$ cat src/design/fspc_pkg.sv
/*
 * fspc_pkg: constants for the flash self-programming sequencer.
 * Assumes a 20 MHz system clock and an AXI4-Lite register port.
 */
// Behaviour
// - refuse calls issued from flash code
// - enter self-programming mode before any call
// - area erase clears the whole designated area; here one erase pulse at ARG1, ARG2 only kept for write back and erase verify
// - prewrite programs zeros before erase
// - erase verify reports over-erased cells; here it fails any word not all ones, as erase byte verify does
// - erase byte verify reports incomplete erasure
// - internal verify checks written cell margin; here it fails any word that still reads all ones
// - write back restores over-erased area
// - information read returns flash description; here function 0 only returns OK and the INFO register holds a fixed word
// - timings come from RAM parameter area; here from the TWRITE and TERASE registers
// - refuse calls during interrupt servicing
// - function numbers select the operation
// - record NMI in parameter flag, return value
`default_nettype none
package fspc_pkg;
	// register byte offsets
	localparam logic [7:0] FSPC_OFS_MODE   = 8'h00;
	localparam logic [7:0] FSPC_OFS_FUNC   = 8'h04;
	localparam logic [7:0] FSPC_OFS_ARG1   = 8'h08;
	localparam logic [7:0] FSPC_OFS_ARG2   = 8'h0C;
	localparam logic [7:0] FSPC_OFS_ARG3   = 8'h10;
	localparam logic [7:0] FSPC_OFS_TWRITE = 8'h14;
	localparam logic [7:0] FSPC_OFS_TERASE = 8'h18;
	localparam logic [7:0] FSPC_OFS_STATUS = 8'h1C;
	localparam logic [7:0] FSPC_OFS_RESULT = 8'h20;
	localparam logic [7:0] FSPC_OFS_INFO   = 8'h24;
	// function numbers
	localparam logic [4:0] FSPC_FN_INFO    = 5'h00;
	localparam logic [4:0] FSPC_FN_ERASE   = 5'h01;
	localparam logic [4:0] FSPC_FN_WRBACK  = 5'h05;
	localparam logic [4:0] FSPC_FN_BYTEVFY = 5'h09;
	localparam logic [4:0] FSPC_FN_ERVFY   = 5'h0A;
	localparam logic [4:0] FSPC_FN_WORDWR  = 5'h10;
	localparam logic [4:0] FSPC_FN_PREWR   = 5'h14;
	localparam logic [4:0] FSPC_FN_INTVFY  = 5'h15;
	// result codes
	localparam logic [7:0] FSPC_RES_OK       = 8'h00;
	localparam logic [7:0] FSPC_RES_FAIL     = 8'h01;
	localparam logic [7:0] FSPC_RES_NOMODE   = 8'h10;
	localparam logic [7:0] FSPC_RES_FROMFL   = 8'h11;
	localparam logic [7:0] FSPC_RES_INISR    = 8'h12;
	localparam logic [7:0] FSPC_RES_BADFN    = 8'h13;
	localparam logic [7:0] FSPC_RES_NMI      = 8'h14;
	// status bits
	localparam int FSPC_ST_BUSY = 0;
	localparam int FSPC_ST_DONE = 1;
	localparam int FSPC_ST_NMI  = 2;
	// timing
	localparam int FSPC_CLK_HZ  = 20_000_000;
	localparam int FSPC_TICK_NS = 1_000;
	localparam int FSPC_TICK_CYC = (FSPC_TICK_NS * (FSPC_CLK_HZ / 1_000_000)) / 1_000;
	// bus responses
	localparam logic [1:0] FSPC_RESP_OKAY   = 2'b00;
	localparam logic [1:0] FSPC_RESP_SLVERR = 2'b10;
	// info word, arbitrary value
	localparam logic [31:0] FSPC_INFO_WORD = 32'h0001_0000;
	typedef enum logic [2:0] {
		FSPC_IDLE, FSPC_CHECK, FSPC_RUN, FSPC_WAIT, FSPC_NEXT, FSPC_FINISH
	} fspc_state_t;
endpackage : fspc_pkg
`default_nettype wire

$ cat src/design/fspc_seq.sv
/*
 * fspc_seq: flash self-programming sequencer with AXI4-Lite registers.
 * Assumes a simple flash array port (combinational read data) and a RAM port
 * for source words; caller context (fetch location, status word bits) as inputs.
 */
`default_nettype none
module fspc_seq
	import fspc_pkg::*;
#(
	parameter int AW = 20
) (
	input  wire logic          sys_clk_i,
	input  wire logic          srst_i,
	// AXI4-Lite slave
	input  wire logic [7:0]    s_axi_awaddr,
	input  wire logic          s_axi_awvalid,
	output logic               s_axi_awready,
	input  wire logic [31:0]   s_axi_wdata,
	input  wire logic [3:0]    s_axi_wstrb,
	input  wire logic          s_axi_wvalid,
	output logic               s_axi_wready,
	output logic [1:0]         s_axi_bresp,
	output logic               s_axi_bvalid,
	input  wire logic          s_axi_bready,
	input  wire logic [7:0]    s_axi_araddr,
	input  wire logic          s_axi_arvalid,
	output logic               s_axi_arready,
	output logic [31:0]        s_axi_rdata,
	output logic [1:0]         s_axi_rresp,
	output logic               s_axi_rvalid,
	input  wire logic          s_axi_rready,
	// caller context
	input  wire logic          exec_in_flash_i,
	input  wire logic          nmi_pending_bit_i,
	input  wire logic          interrupt_disable_bit_i,
	input  wire logic          nmi_i,
	// flash array
	output logic [AW-1:0]      fl_addr_o,
	output logic [31:0]        fl_wdata_o,
	output logic               fl_prog_o,
	output logic               fl_erase_o,
	input  wire logic [31:0]   fl_rdata_i,
	// ram source
	output logic [AW-1:0]      ram_addr_o,
	input  wire logic [31:0]   ram_rdata_i
);
	initial begin
		if (AW < 8 || AW > 32) $error("fspc_seq: AW out of range");
	end
	logic              mode_q;
	logic [4:0]        func_q;
	logic [31:0]       arg1_q, arg2_q, arg3_q;
	logic [15:0]       twrite_q, terase_q;
	logic [7:0]        result_q;
	logic              busy_q, done_q, nmi_flag_q;
	logic              fail_q;
	logic [31:0]       cnt_q;
	logic [AW-1:0]     addr_q, src_q;
	logic [AW-1:0]     er_base_q;
	logic [31:0]       er_len_q;
	fspc_state_t       st_q;
	logic              go;
	logic              step_start, step_done;
	logic [15:0]       step_len;
	// write channel latches, either order accepted
	logic              aw_q, w_q;
	logic [7:0]        awa_q;
	logic [31:0]       wd_q;
	logic [3:0]        ws_q;
	logic              wr_fire;
	assign s_axi_awready = !aw_q && !s_axi_bvalid;
	assign s_axi_wready  = !w_q && !s_axi_bvalid;
	assign wr_fire = aw_q && w_q && !s_axi_bvalid;
	always_ff @(posedge sys_clk_i) begin
		if (srst_i) begin
			aw_q  <= 1'b0;
			w_q   <= 1'b0;
			awa_q <= 8'h00;
			wd_q  <= 32'h0000_0000;
			ws_q  <= 4'h0;
		end else begin
			if (s_axi_awvalid && s_axi_awready) begin
				aw_q  <= 1'b1;
				awa_q <= s_axi_awaddr;
			end else if (wr_fire) begin
				aw_q <= 1'b0;
			end
			if (s_axi_wvalid && s_axi_wready) begin
				w_q  <= 1'b1;
				wd_q <= s_axi_wdata;
				ws_q <= s_axi_wstrb;
			end else if (wr_fire) begin
				w_q <= 1'b0;
			end
		end
	end
	function automatic logic [31:0] merge(input logic [31:0] old, input logic [31:0] nw,
		input logic [3:0] be);
		logic [31:0] r;
		r = old;
		for (int i = 0; i < 4; i++) begin
			if (be[i]) r[8*i +: 8] = nw[8*i +: 8];
		end
		return r;
	endfunction : merge
	// write decode; FUNC write while idle launches a call
	logic wr_ok;
	always_comb begin
		unique case (awa_q)
			FSPC_OFS_MODE, FSPC_OFS_FUNC, FSPC_OFS_ARG1, FSPC_OFS_ARG2, FSPC_OFS_ARG3,
			FSPC_OFS_TWRITE, FSPC_OFS_TERASE, FSPC_OFS_STATUS: wr_ok = 1'b1;
			default: wr_ok = 1'b0;
		endcase
	end
	assign go = wr_fire && (awa_q == FSPC_OFS_FUNC) && !busy_q;
	// write response
	always_ff @(posedge sys_clk_i) begin
		if (srst_i) begin
			s_axi_bvalid <= 1'b0;
			s_axi_bresp  <= FSPC_RESP_OKAY;
		end else if (wr_fire) begin
			s_axi_bvalid <= 1'b1;
			s_axi_bresp  <= wr_ok ? FSPC_RESP_OKAY : FSPC_RESP_SLVERR;
		end else if (s_axi_bready) begin
			s_axi_bvalid <= 1'b0;
		end
	end
	// MODE, TWRITE and TERASE take their strobed bytes from a full merged word
	logic [31:0] mode_mrg, tw_mrg, te_mrg;
	assign mode_mrg = merge({31'h0, mode_q}, wd_q, ws_q);
	assign tw_mrg   = merge({16'h0, twrite_q}, wd_q, ws_q);
	assign te_mrg   = merge({16'h0, terase_q}, wd_q, ws_q);
	// software registers; config held while a call runs
	always_ff @(posedge sys_clk_i) begin
		if (srst_i) begin
			mode_q   <= 1'b0;
			func_q   <= 5'h00;
			arg1_q   <= 32'h0000_0000;
			arg2_q   <= 32'h0000_0000;
			arg3_q   <= 32'h0000_0000;
			twrite_q <= 16'h0001;
			terase_q <= 16'h0001;
		end else if (wr_fire && !busy_q) begin
			unique case (awa_q)
				FSPC_OFS_MODE:   mode_q   <= mode_mrg[0];
				FSPC_OFS_FUNC:   func_q   <= wd_q[4:0];
				FSPC_OFS_ARG1:   arg1_q   <= merge(arg1_q, wd_q, ws_q);
				FSPC_OFS_ARG2:   arg2_q   <= merge(arg2_q, wd_q, ws_q);
				FSPC_OFS_ARG3:   arg3_q   <= merge(arg3_q, wd_q, ws_q);
				FSPC_OFS_TWRITE: twrite_q <= tw_mrg[15:0];
				FSPC_OFS_TERASE: terase_q <= te_mrg[15:0];
				default: ;
			endcase
		end
	end
	// read channel
	logic [31:0] rd;
	always_comb begin
		rd = 32'h0000_0000;
		unique case (s_axi_araddr)
			FSPC_OFS_MODE:   rd = {31'h0, mode_q};
			FSPC_OFS_FUNC:   rd = {27'h0, func_q};
			FSPC_OFS_ARG1:   rd = arg1_q;
			FSPC_OFS_ARG2:   rd = arg2_q;
			FSPC_OFS_ARG3:   rd = arg3_q;
			FSPC_OFS_TWRITE: rd = {16'h0, twrite_q};
			FSPC_OFS_TERASE: rd = {16'h0, terase_q};
			FSPC_OFS_STATUS: rd = {29'h0, nmi_flag_q, done_q, busy_q};
			FSPC_OFS_RESULT: rd = {24'h0, result_q};
			FSPC_OFS_INFO:   rd = FSPC_INFO_WORD;
			default: ;
		endcase
	end
	logic rd_map;
	assign rd_map = (s_axi_araddr <= FSPC_OFS_INFO) && (s_axi_araddr[1:0] == 2'b00);
	assign s_axi_arready = !s_axi_rvalid;
	always_ff @(posedge sys_clk_i) begin
		if (srst_i) begin
			s_axi_rvalid <= 1'b0;
			s_axi_rdata  <= 32'h0000_0000;
			s_axi_rresp  <= FSPC_RESP_OKAY;
		end else if (s_axi_arvalid && s_axi_arready) begin
			s_axi_rvalid <= 1'b1;
			s_axi_rdata  <= rd;
			s_axi_rresp  <= rd_map ? FSPC_RESP_OKAY : FSPC_RESP_SLVERR;
		end else if (s_axi_rready) begin
			s_axi_rvalid <= 1'b0;
		end
	end
	// timed step generator
	fspc_tick u_tick (
		.sys_clk_i (sys_clk_i),
		.srst_i    (srst_i),
		.start_i   (step_start),
		.len_i     (step_len),
		.done_o    (step_done)
	);
	localparam int BYTE_SHIFT = 2; // byte counts become word counts
	logic is_erase_fn;
	assign is_erase_fn = (func_q == FSPC_FN_ERASE) || (func_q == FSPC_FN_WRBACK);
	assign step_len   = is_erase_fn ? terase_q : twrite_q;
	assign step_start = (st_q == FSPC_RUN) && (fl_prog_o || fl_erase_o);
	// flash port driven only in RUN; a refused call never reaches it
	always_comb begin
		fl_addr_o  = addr_q;
		fl_wdata_o = 32'h0000_0000;
		fl_prog_o  = 1'b0;
		fl_erase_o = 1'b0;
		ram_addr_o = src_q;
		if (st_q == FSPC_RUN && cnt_q != 32'h0000_0000) begin // a spent count must not pulse again
			unique case (func_q)
				FSPC_FN_ERASE:  fl_erase_o = 1'b1;
				FSPC_FN_WRBACK: fl_prog_o  = 1'b1;
				FSPC_FN_PREWR:  fl_prog_o  = 1'b1;
				FSPC_FN_WORDWR: begin
					fl_prog_o  = 1'b1;
					fl_wdata_o = ram_rdata_i;
				end
				default: ;
			endcase
			if (func_q == FSPC_FN_WRBACK) fl_wdata_o = 32'hFFFF_FFFF;
		end
	end
	// call sequencer
	always_ff @(posedge sys_clk_i) begin
		if (srst_i) begin
			st_q      <= FSPC_IDLE;
			busy_q    <= 1'b0;
			done_q    <= 1'b0;
			result_q  <= FSPC_RES_OK;
			fail_q    <= 1'b0;
			cnt_q     <= 32'h0000_0000;
			addr_q    <= '0;
			src_q     <= '0;
			er_base_q <= '0;
			er_len_q  <= 32'h0000_0000;
		end else begin
			unique case (st_q)
				FSPC_IDLE: if (go) begin
					st_q   <= FSPC_CHECK;
					busy_q <= 1'b1;
					done_q <= 1'b0;
					fail_q <= 1'b0;
				end
				FSPC_CHECK: begin
					st_q <= FSPC_FINISH;
					if (!mode_q) result_q <= FSPC_RES_NOMODE;
					else if (exec_in_flash_i) result_q <= FSPC_RES_FROMFL;
					else if (!nmi_pending_bit_i && interrupt_disable_bit_i)
						result_q <= FSPC_RES_INISR;
					else begin
						result_q <= FSPC_RES_OK;
						unique case (func_q)
							FSPC_FN_INFO: result_q <= FSPC_RES_OK;
							FSPC_FN_ERASE: begin
								addr_q    <= arg1_q[AW-1:0];
								er_base_q <= arg1_q[AW-1:0];
								er_len_q  <= arg2_q;
								cnt_q     <= 32'h0000_0001; // whole area in one pulse
								st_q      <= FSPC_RUN;
							end
							FSPC_FN_WRBACK, FSPC_FN_ERVFY: begin
								addr_q <= er_base_q; // acts on last erased area
								cnt_q  <= er_len_q >> BYTE_SHIFT;
								st_q   <= FSPC_RUN;
							end
							FSPC_FN_BYTEVFY, FSPC_FN_PREWR, FSPC_FN_INTVFY: begin
								addr_q <= arg1_q[AW-1:0];
								cnt_q  <= arg2_q >> BYTE_SHIFT; // caller gives bytes
								st_q   <= FSPC_RUN;
							end
							FSPC_FN_WORDWR: begin
								addr_q <= arg1_q[AW-1:0];
								src_q  <= arg2_q[AW-1:0];
								cnt_q  <= arg3_q;
								st_q   <= FSPC_RUN;
							end
							default: result_q <= FSPC_RES_BADFN;
						endcase
					end
				end
				FSPC_RUN: begin
					if (cnt_q == 32'h0000_0000) begin
						st_q <= FSPC_FINISH;
					end else if (fl_prog_o || fl_erase_o) begin
						st_q <= FSPC_WAIT;
					end else begin
						// check functions compare one word every two cycles
						unique case (func_q)
							FSPC_FN_ERVFY: if (fl_rdata_i != 32'hFFFF_FFFF)
								fail_q <= 1'b1;
							FSPC_FN_BYTEVFY: if (fl_rdata_i != 32'hFFFF_FFFF)
								fail_q <= 1'b1;
							FSPC_FN_INTVFY: if (fl_rdata_i == 32'hFFFF_FFFF)
								fail_q <= 1'b1;
							default: ;
						endcase
						st_q <= FSPC_NEXT;
					end
				end
				FSPC_WAIT: if (step_done) st_q <= FSPC_NEXT;
				FSPC_NEXT: begin
					addr_q <= addr_q + AW'(4);
					src_q  <= src_q + AW'(4);
					cnt_q  <= (func_q == FSPC_FN_ERASE) ? 32'h0000_0000 : cnt_q - 32'h0000_0001;
					st_q   <= FSPC_RUN;
				end
				FSPC_FINISH: begin
					st_q   <= FSPC_IDLE;
					busy_q <= 1'b0;
					done_q <= 1'b1;
					if (result_q == FSPC_RES_OK) begin
						if (nmi_flag_q) result_q <= FSPC_RES_NMI;
						else if (fail_q) result_q <= FSPC_RES_FAIL;
					end
				end
				default: st_q <= FSPC_IDLE;
			endcase
		end
	end
	// nmi sticky flag: set wins over software clear
	always_ff @(posedge sys_clk_i) begin
		if (srst_i) begin
			nmi_flag_q <= 1'b0;
		end else if (busy_q && nmi_i) begin
			nmi_flag_q <= 1'b1;
		end else if (wr_fire && awa_q == FSPC_OFS_STATUS && ws_q[0] && wd_q[FSPC_ST_NMI]) begin
			nmi_flag_q <= 1'b0;
		end
	end
	refuse_flash_a: assert property (@(posedge sys_clk_i) disable iff (srst_i)
		(st_q == FSPC_CHECK && mode_q && exec_in_flash_i) |=> result_q == FSPC_RES_FROMFL)
		else $error("call from flash not refused");
	refuse_isr_a: assert property (@(posedge sys_clk_i) disable iff (srst_i)
		(st_q == FSPC_CHECK && mode_q && !exec_in_flash_i && !nmi_pending_bit_i
		 && interrupt_disable_bit_i) |=> (result_q == FSPC_RES_INISR) ##1 !busy_q)
		else $error("call in interrupt servicing not refused");
	no_touch_a: assert property (@(posedge sys_clk_i) disable iff (srst_i)
		(st_q == FSPC_CHECK && !mode_q) |=> (!fl_prog_o && !fl_erase_o)[*2])
		else $error("refused call touched flash");
	mode_gate_a: assert property (@(posedge sys_clk_i) disable iff (srst_i)
		(fl_prog_o || fl_erase_o) |-> mode_q)
		else $error("flash driven outside self-programming mode");
	prewr_zero_a: assert property (@(posedge sys_clk_i) disable iff (srst_i)
		(fl_prog_o && func_q == FSPC_FN_PREWR) |-> fl_wdata_o == 32'h0000_0000)
		else $error("prewrite data not zero");
	word_copy_a: assert property (@(posedge sys_clk_i) disable iff (srst_i)
		(fl_prog_o && func_q == FSPC_FN_WORDWR) |-> fl_wdata_o == ram_rdata_i)
		else $error("word write data not from source");
	erase_area_a: assert property (@(posedge sys_clk_i) disable iff (srst_i)
		(st_q == FSPC_CHECK && mode_q && !exec_in_flash_i
		 && !(!nmi_pending_bit_i && interrupt_disable_bit_i) && func_q == FSPC_FN_ERASE)
		|=> fl_erase_o && fl_addr_o == $past(arg1_q[AW-1:0]))
		else $error("area erase not started at given address");
	nmi_flag_a: assert property (@(posedge sys_clk_i) disable iff (srst_i)
		(busy_q && nmi_i) |=> nmi_flag_q)
		else $error("nmi during processing not recorded");
	bad_fn_a: assert property (@(posedge sys_clk_i) disable iff (srst_i)
		(st_q == FSPC_CHECK && func_q == 5'h02 && mode_q && !exec_in_flash_i
		 && !(!nmi_pending_bit_i && interrupt_disable_bit_i)) |=> result_q == FSPC_RES_BADFN)
		else $error("reserved function accepted");
endmodule : fspc_seq
`default_nettype wire

$ cat src/design/fspc_tick.sv
/*
 * fspc_tick: microsecond tick divider and timed step counter.
 * Assumes one clock; start begins a wait of len ticks, done pulses at end.
 */
`default_nettype none
module fspc_tick
	import fspc_pkg::*;
#(
	parameter int DIV = FSPC_TICK_CYC
) (
	input  wire logic        sys_clk_i,
	input  wire logic        srst_i,
	input  wire logic        start_i,
	input  wire logic [15:0] len_i,
	output logic             done_o
);
	initial begin
		if (DIV < 1) $error("fspc_tick: DIV must be at least 1");
	end
	logic [15:0] div_q;
	logic [15:0] cnt_q;
	logic        run_q;
	logic        tick;
	assign tick = (div_q == 16'(DIV - 1));
	// prescaler, free running, so the step time can fall up to one tick short of len
	always_ff @(posedge sys_clk_i) begin
		if (srst_i || tick) begin
			div_q <= 16'h0000;
		end else begin
			div_q <= div_q + 16'h0001;
		end
	end
	// step counter
	always_ff @(posedge sys_clk_i) begin
		if (srst_i) begin
			run_q <= 1'b0;
			cnt_q <= 16'h0000;
		end else if (start_i) begin
			run_q <= 1'b1;
			cnt_q <= len_i;
		end else if (run_q && (cnt_q == 16'h0000)) begin
			run_q <= 1'b0;
		end else if (run_q && tick) begin
			cnt_q <= cnt_q - 16'h0001;
		end
	end
	assign done_o = run_q && (cnt_q == 16'h0000) && !start_i;
endmodule : fspc_tick
`default_nettype wire

$ cat config.mk
export PLATFORM = sky130hd
export DESIGN_NAME = fspc_seq
export DESIGN_NICKNAME = d
export VERILOG_FILES = /design/src/design/fspc_pkg.sv /design/src/design/fspc_seq.sv /design/src/design/fspc_tick.sv
export SDC_FILE = /design/constraint.sdc
export NUM_CORES = 1
export LEC_CHECK = 0
export BUFFER_PORTS_ARGS = -buffer_cell sky130_fd_sc_hd__buf_2
export CORE_MARGIN = 3
export CORE_UTILIZATION = 45
export CTS_BUF_LIST = sky130_fd_sc_hd__clkbuf_4 sky130_fd_sc_hd__clkbuf_8 sky130_fd_sc_hd__clkbuf_16
export CTS_CLUSTER_DIAMETER = 80
export DETAILED_ROUTE_END_ITERATION = 16
export PLACE_DENSITY = 0.61
export SLEW_MARGIN = 20
export SYNTH_ARGS = -nofsm -noshare
export SYNTH_HDL_FRONTEND = slang
export SYNTH_SLANG_ARGS = --single-unit
$ cat constraint.sdc
create_clock -name sys_clk_i -period 7.9 [get_ports sys_clk_i]
set_clock_uncertainty 0.15 [all_clocks]
set_input_delay 0.79 -clock sys_clk_i [delete_from_list [all_inputs] [get_ports sys_clk_i]]
set_output_delay 0.79 -clock sys_clk_i [all_outputs]
set_load 0.01 [all_outputs]
# Word-level counts from Yosys, hierarchy flattened
# Memory sizes are Yosys's and may differ from the RTL's. A register that Yosys moved wholly into a read port is not among the register bits.
# Index checks and enable logic that the tools add are counted.
[word_totals]
in_bits = 127
rom_bits = 32
register_bits = 390
wordCells = 255
n_memories = 1
[classes]
n_addsub = 5
bitwise_logic = 2
magnitude_cmp = 1
n_eq_ne = 47
n_mux = 71
reduce_logical = 86
[memory_table]
columns = ["name", "depth", "word_bits", "rd", "rd_ports_with_merged_regs", "wr", "line", "text"]
rows = [
  ["(name not given)", 32, 1, 1, 1, 0, "fspc_seq.sv:109", "unique case (awa_q)"],
]
[op_table]
columns = ["operator", "n"]
rows = [
  ["$pmux W32 S10", 1],
  ["$mux W32", 7],
  ["$mux W20", 7],
  ["$pmux W32 S4", 1],
  ["$pmux W20 S2", 3],
  ["$eq A8 B5 Y1 const B", 8],
  ["$mux W16", 4],
  ["$pmux W32 S2", 1],
  ["$reduce_and A3 Y1", 18],
  ["$add A20 B3 Y20 const B", 2],
  ["$eq A32 B32 Y1 const B", 1],
  ["$eq A8 B4 Y1 const B", 4],
  ["$logic_not A32 Y1", 1],
  ["$ne A32 B32 Y1 const B", 1],
  ["$reduce_bool A32 Y1", 1],
  ["$sub A32 B1 Y32 const B", 1],
  ["$mux W5", 6],
  ["$logic_not A8 Y1", 3],
  ["$mux W3", 8],
  ["$mux W8", 3],
  ["$mux W1", 22],
  ["$reduce_bool A2 Y1", 11],
  ["$logic_and A1 B1 Y1", 21],
  ["$reduce_and A5 Y1", 4],
  ["36 further kinds", 73],
]

# Longest topological paths before layout
[depth]
word_depth = 10
depth_mapped = 10

# By module
# A second synthesis with hierarchy kept.
[hier_totals]
cells_unflattened = 2192
hier_area_um2 = 18087.3
[modules_own_cells]
columns = ["module", "n_inst", "area_each_um2", "cells_each"]
rows = [
  ["fspc_seq", 1, 16429.5, 1998],
  ["fspc_tick", 1, 1657.8, 194],
]

# Least setup slack after synthesis
# Ideal clock, no wire load.
[synth_timing]
path_kind = "reg-to-output"
start = "reg cnt_q[0]"
end = "out fl_wdata_o[10]"
path_slack_ns = 4.770
required_ns = 6.960
t_arrival_ns = 2.190
path_stages_with_launch = 9
path_cell_list = "dfxtp_1 > inv_1 > ha_1 > or4b_2 > nor3_2 > nand4_1 > nand2_1 > clkbuf_1 > a21oi_1"
[synth_via]
elab_chain_len = 3
[synth_rtl]
columns = ["item", "line", "text"]
rows = [
  ["start: declaration", "fspc_seq.sv:57", "logic [31:0] cnt_q;"],
  ["start signal: assignment", "fspc_seq.sv:264", "cnt_q <= er_len_q >> BYTE_SHIFT;"],
  ["start signal: assignment", "fspc_seq.sv:269", "cnt_q <= arg2_q >> BYTE_SHIFT;"],
  ["start signal: assignment", "fspc_seq.sv:275", "cnt_q <= arg3_q;"],
  ["$reduce_bool A32 Y1", "fspc_seq.sv:210", "if (st_q == FSPC_RUN && cnt_q != 32'h0000_0000) begin"],
  ["$logic_and A1 B1 Y1", "fspc_seq.sv:210", ""],
  ["$mux W32", "fspc_seq.sv:210", ""],
  ["end: declaration", "fspc_seq.sv:39", "output logic [31:0] fl_wdata_o,"],
]
# No other way between the ends.

# Worst setup path after layout
[layout_timing]
start = "reg cnt_q[0]"
end = "out fl_erase_o"
[layout_via]
elab_chain_len = 3
[layout_rtl]
columns = ["item", "line", "text"]
rows = [
  ["$reduce_bool A32 Y1", "fspc_seq.sv:210", ""],
  ["$logic_and A1 B1 Y1", "fspc_seq.sv:210", ""],
  ["$mux W1", "fspc_seq.sv:210", ""],
  ["end: declaration", "fspc_seq.sv:41", "output logic fl_erase_o,"],
]
# No other way between the ends.

==> flow_summary_export.csv <==
group,metric,value,unit
power,p_int,0.00328,W
sta,finalHoldViolCount,0,
power,pwr-share-clk,48.9,%
global_routing,grt_max_degree,181,
synth,yosysMostFrequentCell,"dfxtp_1",
routing,wirelength,59.2,mm
hold_path,hold_end,"s_axi_rvalid",
worst_setup_path,crit_path_max_incr_delay,790,ps
hold_path,min_path_cells,2,
worst_setup_path,cpMaxStageDelayCell,"or4b_2",
cells_and_area,fin_nets,2507,
clocking,clock-sinks,383,
worst_setup_path,rrSetupSlack,4080,ps
sta,setup_tns,0,ps
placement,gp_congestion,0.925,
worst_setup_path,required,6960,ps
synth,synth_edf_count,0,
global_routing,antenna_found_initial,0,
synth,ys_ff_latch,383,
sta,slew_violations,0,
routing,post_drt_wl_per_cell,20.2,um
synth,avgSynthCellArea,8.17,um2
worst_setup_path,startpoint_type,"flop",
worst_setup_path,end_kind,"output port",
power,p_per_area,201,nW/um2
worst_setup_path,criticalPathCategory,"flop to output port",
synth,ys_types,84,
synth,ys_seq_area_share,42.0,%
placement,io_buffers,239,
power,irDropWorstVdd,0.138,mV
synth,synth_top_flop_cell,"dfxtp_1",
power,seq_power_share,46.8,%
synth,synth-async-reset-ratio,0,%
synth,yosys.area.top_type,"dfxtp_1",
routing,drt_iter0_markers,1454,
clocking,path_clk_slew,60,ps
power,switching_share,22.8,%
worst_setup_path,cp.arrival,3560,ps
sta,slew_headroom,22.0,%
clocking,htree_num_levels,2,
routing,routed_via_density,5.91,
floorplanning,die_h,207,um
hold_path,hp-class,"input pin to flop",
floorplanning,die_w,207,um
cells_and_area,drive_above_1_share,17.4,%
floorplanning,initial_core_util,45.7,%
floorplanning,core-area,39900,um2
routing,ant_nets,0,
worst_setup_path,r2r_end,"fl_addr_o[19]",
worst_setup_path,crit_fanout,35,
clocking,cts_hold_buf,0,
power,p_switching,0.000971,W
sta,finalCriticalPeriod,4500,ps
floorplanning,dieArea,43000,um2
cells_and_area,n_antenna_cell,0,
global_routing,grt_pass1_vias,16228,
clocking,clk_path_buf_depth,3,
sta,finalCritPeriodShare,57.0,%
global_routing,grt_pass1_wl,92.0,mm
clocking,root_buffer,"clkbuf_16",
sta,whs,280,ps
sta,setup_viol,0,
clocking,post_cts_buffers,0,
clocking,insertion_delay,550,ps
placement,dpl.hpwl,41.5,mm
worst_setup_path,ff2ff_path_depth,6,
worst_setup_path,r2r-start,"func_q[1]",
synth,yosysWarningCount,0,
clocking,cts_tree,"done",
worst_setup_path,worstPathCellList,"inv_1, ha_1, or4b_2, nor3_2, nand4_1, nand2_2, nor3_1, buf_2",
routing,drcViolationCount,0,
clocking,cts_inserted_buffers,43,
power,power.static_leakage,8.25,nW
routing,num_vias,17350,
synth,synth_common_cells,"383 x dfxtp_1, 366 x nand2_1, 266 x nor2_1",
sta,worst_pin_slew,1170,ps
clocking,cts_resized,0,
global_routing,grt_usage,26.1,%
cells_and_area,fill_cells,3774,
sta,rsz0062_at_grt,"false",
synth,yosysTopAreaCellShare,42.0,%
global_routing,grt_overflow,0,
sta,fmax,222,MHz
hold_path,min-delay-start,"s_axi_rready",
floorplanning,rows,73,
run_status,outcome,"finished, final reports clean",
job,drv_cap,0,
power,comb_power_share,4.3,%
synth,netlist_area,18200,um2
cells_and_area,area_delta_synth_final,16.0,%
synth,syn-instance-count,2234,
routing,firstDrtPassIters,8,
floorplanning,io_pins,242,
synth,synthTopCellsByArea,"dfxtp_1 42%, mux2i_1 7.6%, nand2_1 7.5%",
## per-layer routing
metal | share of wire [%] | GRT usage, % | wire length (um) | vias up
li1 | - | - | - | 8299
met1 | 42 | 33.3 | 24700 | 8273
met2 | 48 | 45.1 | 28600 | 661
met3 | 6.2 | 3.81 | 3640 | 117
met4 | 3.8 | 9.74 | 2260 | 0
met5 | 0 | 0 | 0 | -
## how the worst max path moves through the flow
stage	start	end	slack [ps]	depth (start not counted)
final	cnt_q[0]	fl_erase_o	3400	8
after floorplan	cnt_q[0]	fl_wdata_o[10]	4770	8
after global routing	cnt_q[0]	fl_wdata_o[4]	3230	8
after CTS	cnt_q[0]	fl_erase_o	3080	8
after global placement	cnt_q[0]	fl_prog_o	3830	8
after detailed placement	cnt_q[0]	fl_erase_o	3680	8
## power groups by stage
stage	clock (W)	sequential, W	combinational, W
finish	0.00208	0.00199	0.000182
CTS	0.00211	0.00199	0.000182
global route	0.00219	0.00199	0.000201
global placement	0	0.00203	0.000180
floorplan	0	0.00201	0.000113
detailed placement	0	0.00203	0.000182
## cells in the final DEF, fill, tap and decap left out, types with 23 or more instances in the layout
cell,instances
a21oi_1,234
a222oi_1,28
a22o_1,26
a22oi_1,35
buf_2,238
clkbuf_16,43
dfxtp_1,383
mux2_2,34
mux2i_1,139
nand2_1,364
nand3_1,45
nor2_1,263
nor3_1,39
nor4_1,25
o21ai_0,97
xnor2_1,23
## area by class of cell
class                   instances  area, um2  share of cell area [%]
well taps                     525        657                    3.10
clock inverters                13        155                   0.733
inverters                      17       63.8                   0.301
multi-input cells            1670       9910                    46.8
flip-flops and latches        383       7670                    36.2
clock buffers                  67       1340                    6.32
repair buffers                260       1380                    6.50
## registers in the layout (all words and copies together) (netlist names), 3 cells and up, named ones only
register,flops
arg1_q,32
arg2_q,32
arg3_q,32
awa_q,8
cnt_q,32
er_base_q,20
er_len_q,30
fl_addr_o,20
func_q,5
ram_addr_o,20
result_q,4
s_axi_rdata,32
st_q,3
terase_q,16
twrite_q,16
u_tick.cnt_q,16
u_tick.div_q,16
wd_q,32
ws_q,4
## stage by stage
stage	cells	util [%]	setup slack, ps	instance area, um2	power (W)
2_1_floorplan	2235	-	4770	18200	0.00213
4_1_cts	2935	53.0	3080	21200	0.00428
3_5_place_dp	2855	49.3	3680	19700	0.00221
6_report	2935	53.0	3400	21200	0.00425
5_1_grt	2935	53.0	3230	21200	0.00439
3_3_place_gp	2855	49.3	3830	19700	0.00221
## cell families (layout without fill, tap and decap cells)
kind of cell / Yosys count / after routing / share of synthesized area, %
AO/OA/AOI/OAI: 570 / 570 / 19.9
XOR/XNOR: 33 / 33 / 1.58
adder cells (fa/ha/maj): 5 / 5 / 0.343
buffers and inverters: 182 / 357 / 4.14
flip-flops: 383 / 383 / 42.0
multiplexers: 173 / 173 / 9.72
other: 1 / 2 / 0.0206
AND/OR/NAND/NOR: 887 / 887 / 22.2
## worst max-delay path, delay by kind of cell (launching register included)
| kind | cells | cell delay, ps |
|---|---|---|
| DFF | 1 | 320 |
| buffers and inverters | 2 | 260 |
| and+or+nand+nor | 5 | 2170 |
| adders and majority gates | 1 | 230 |
No activity file was read; power rests on OpenSTA's default activity.
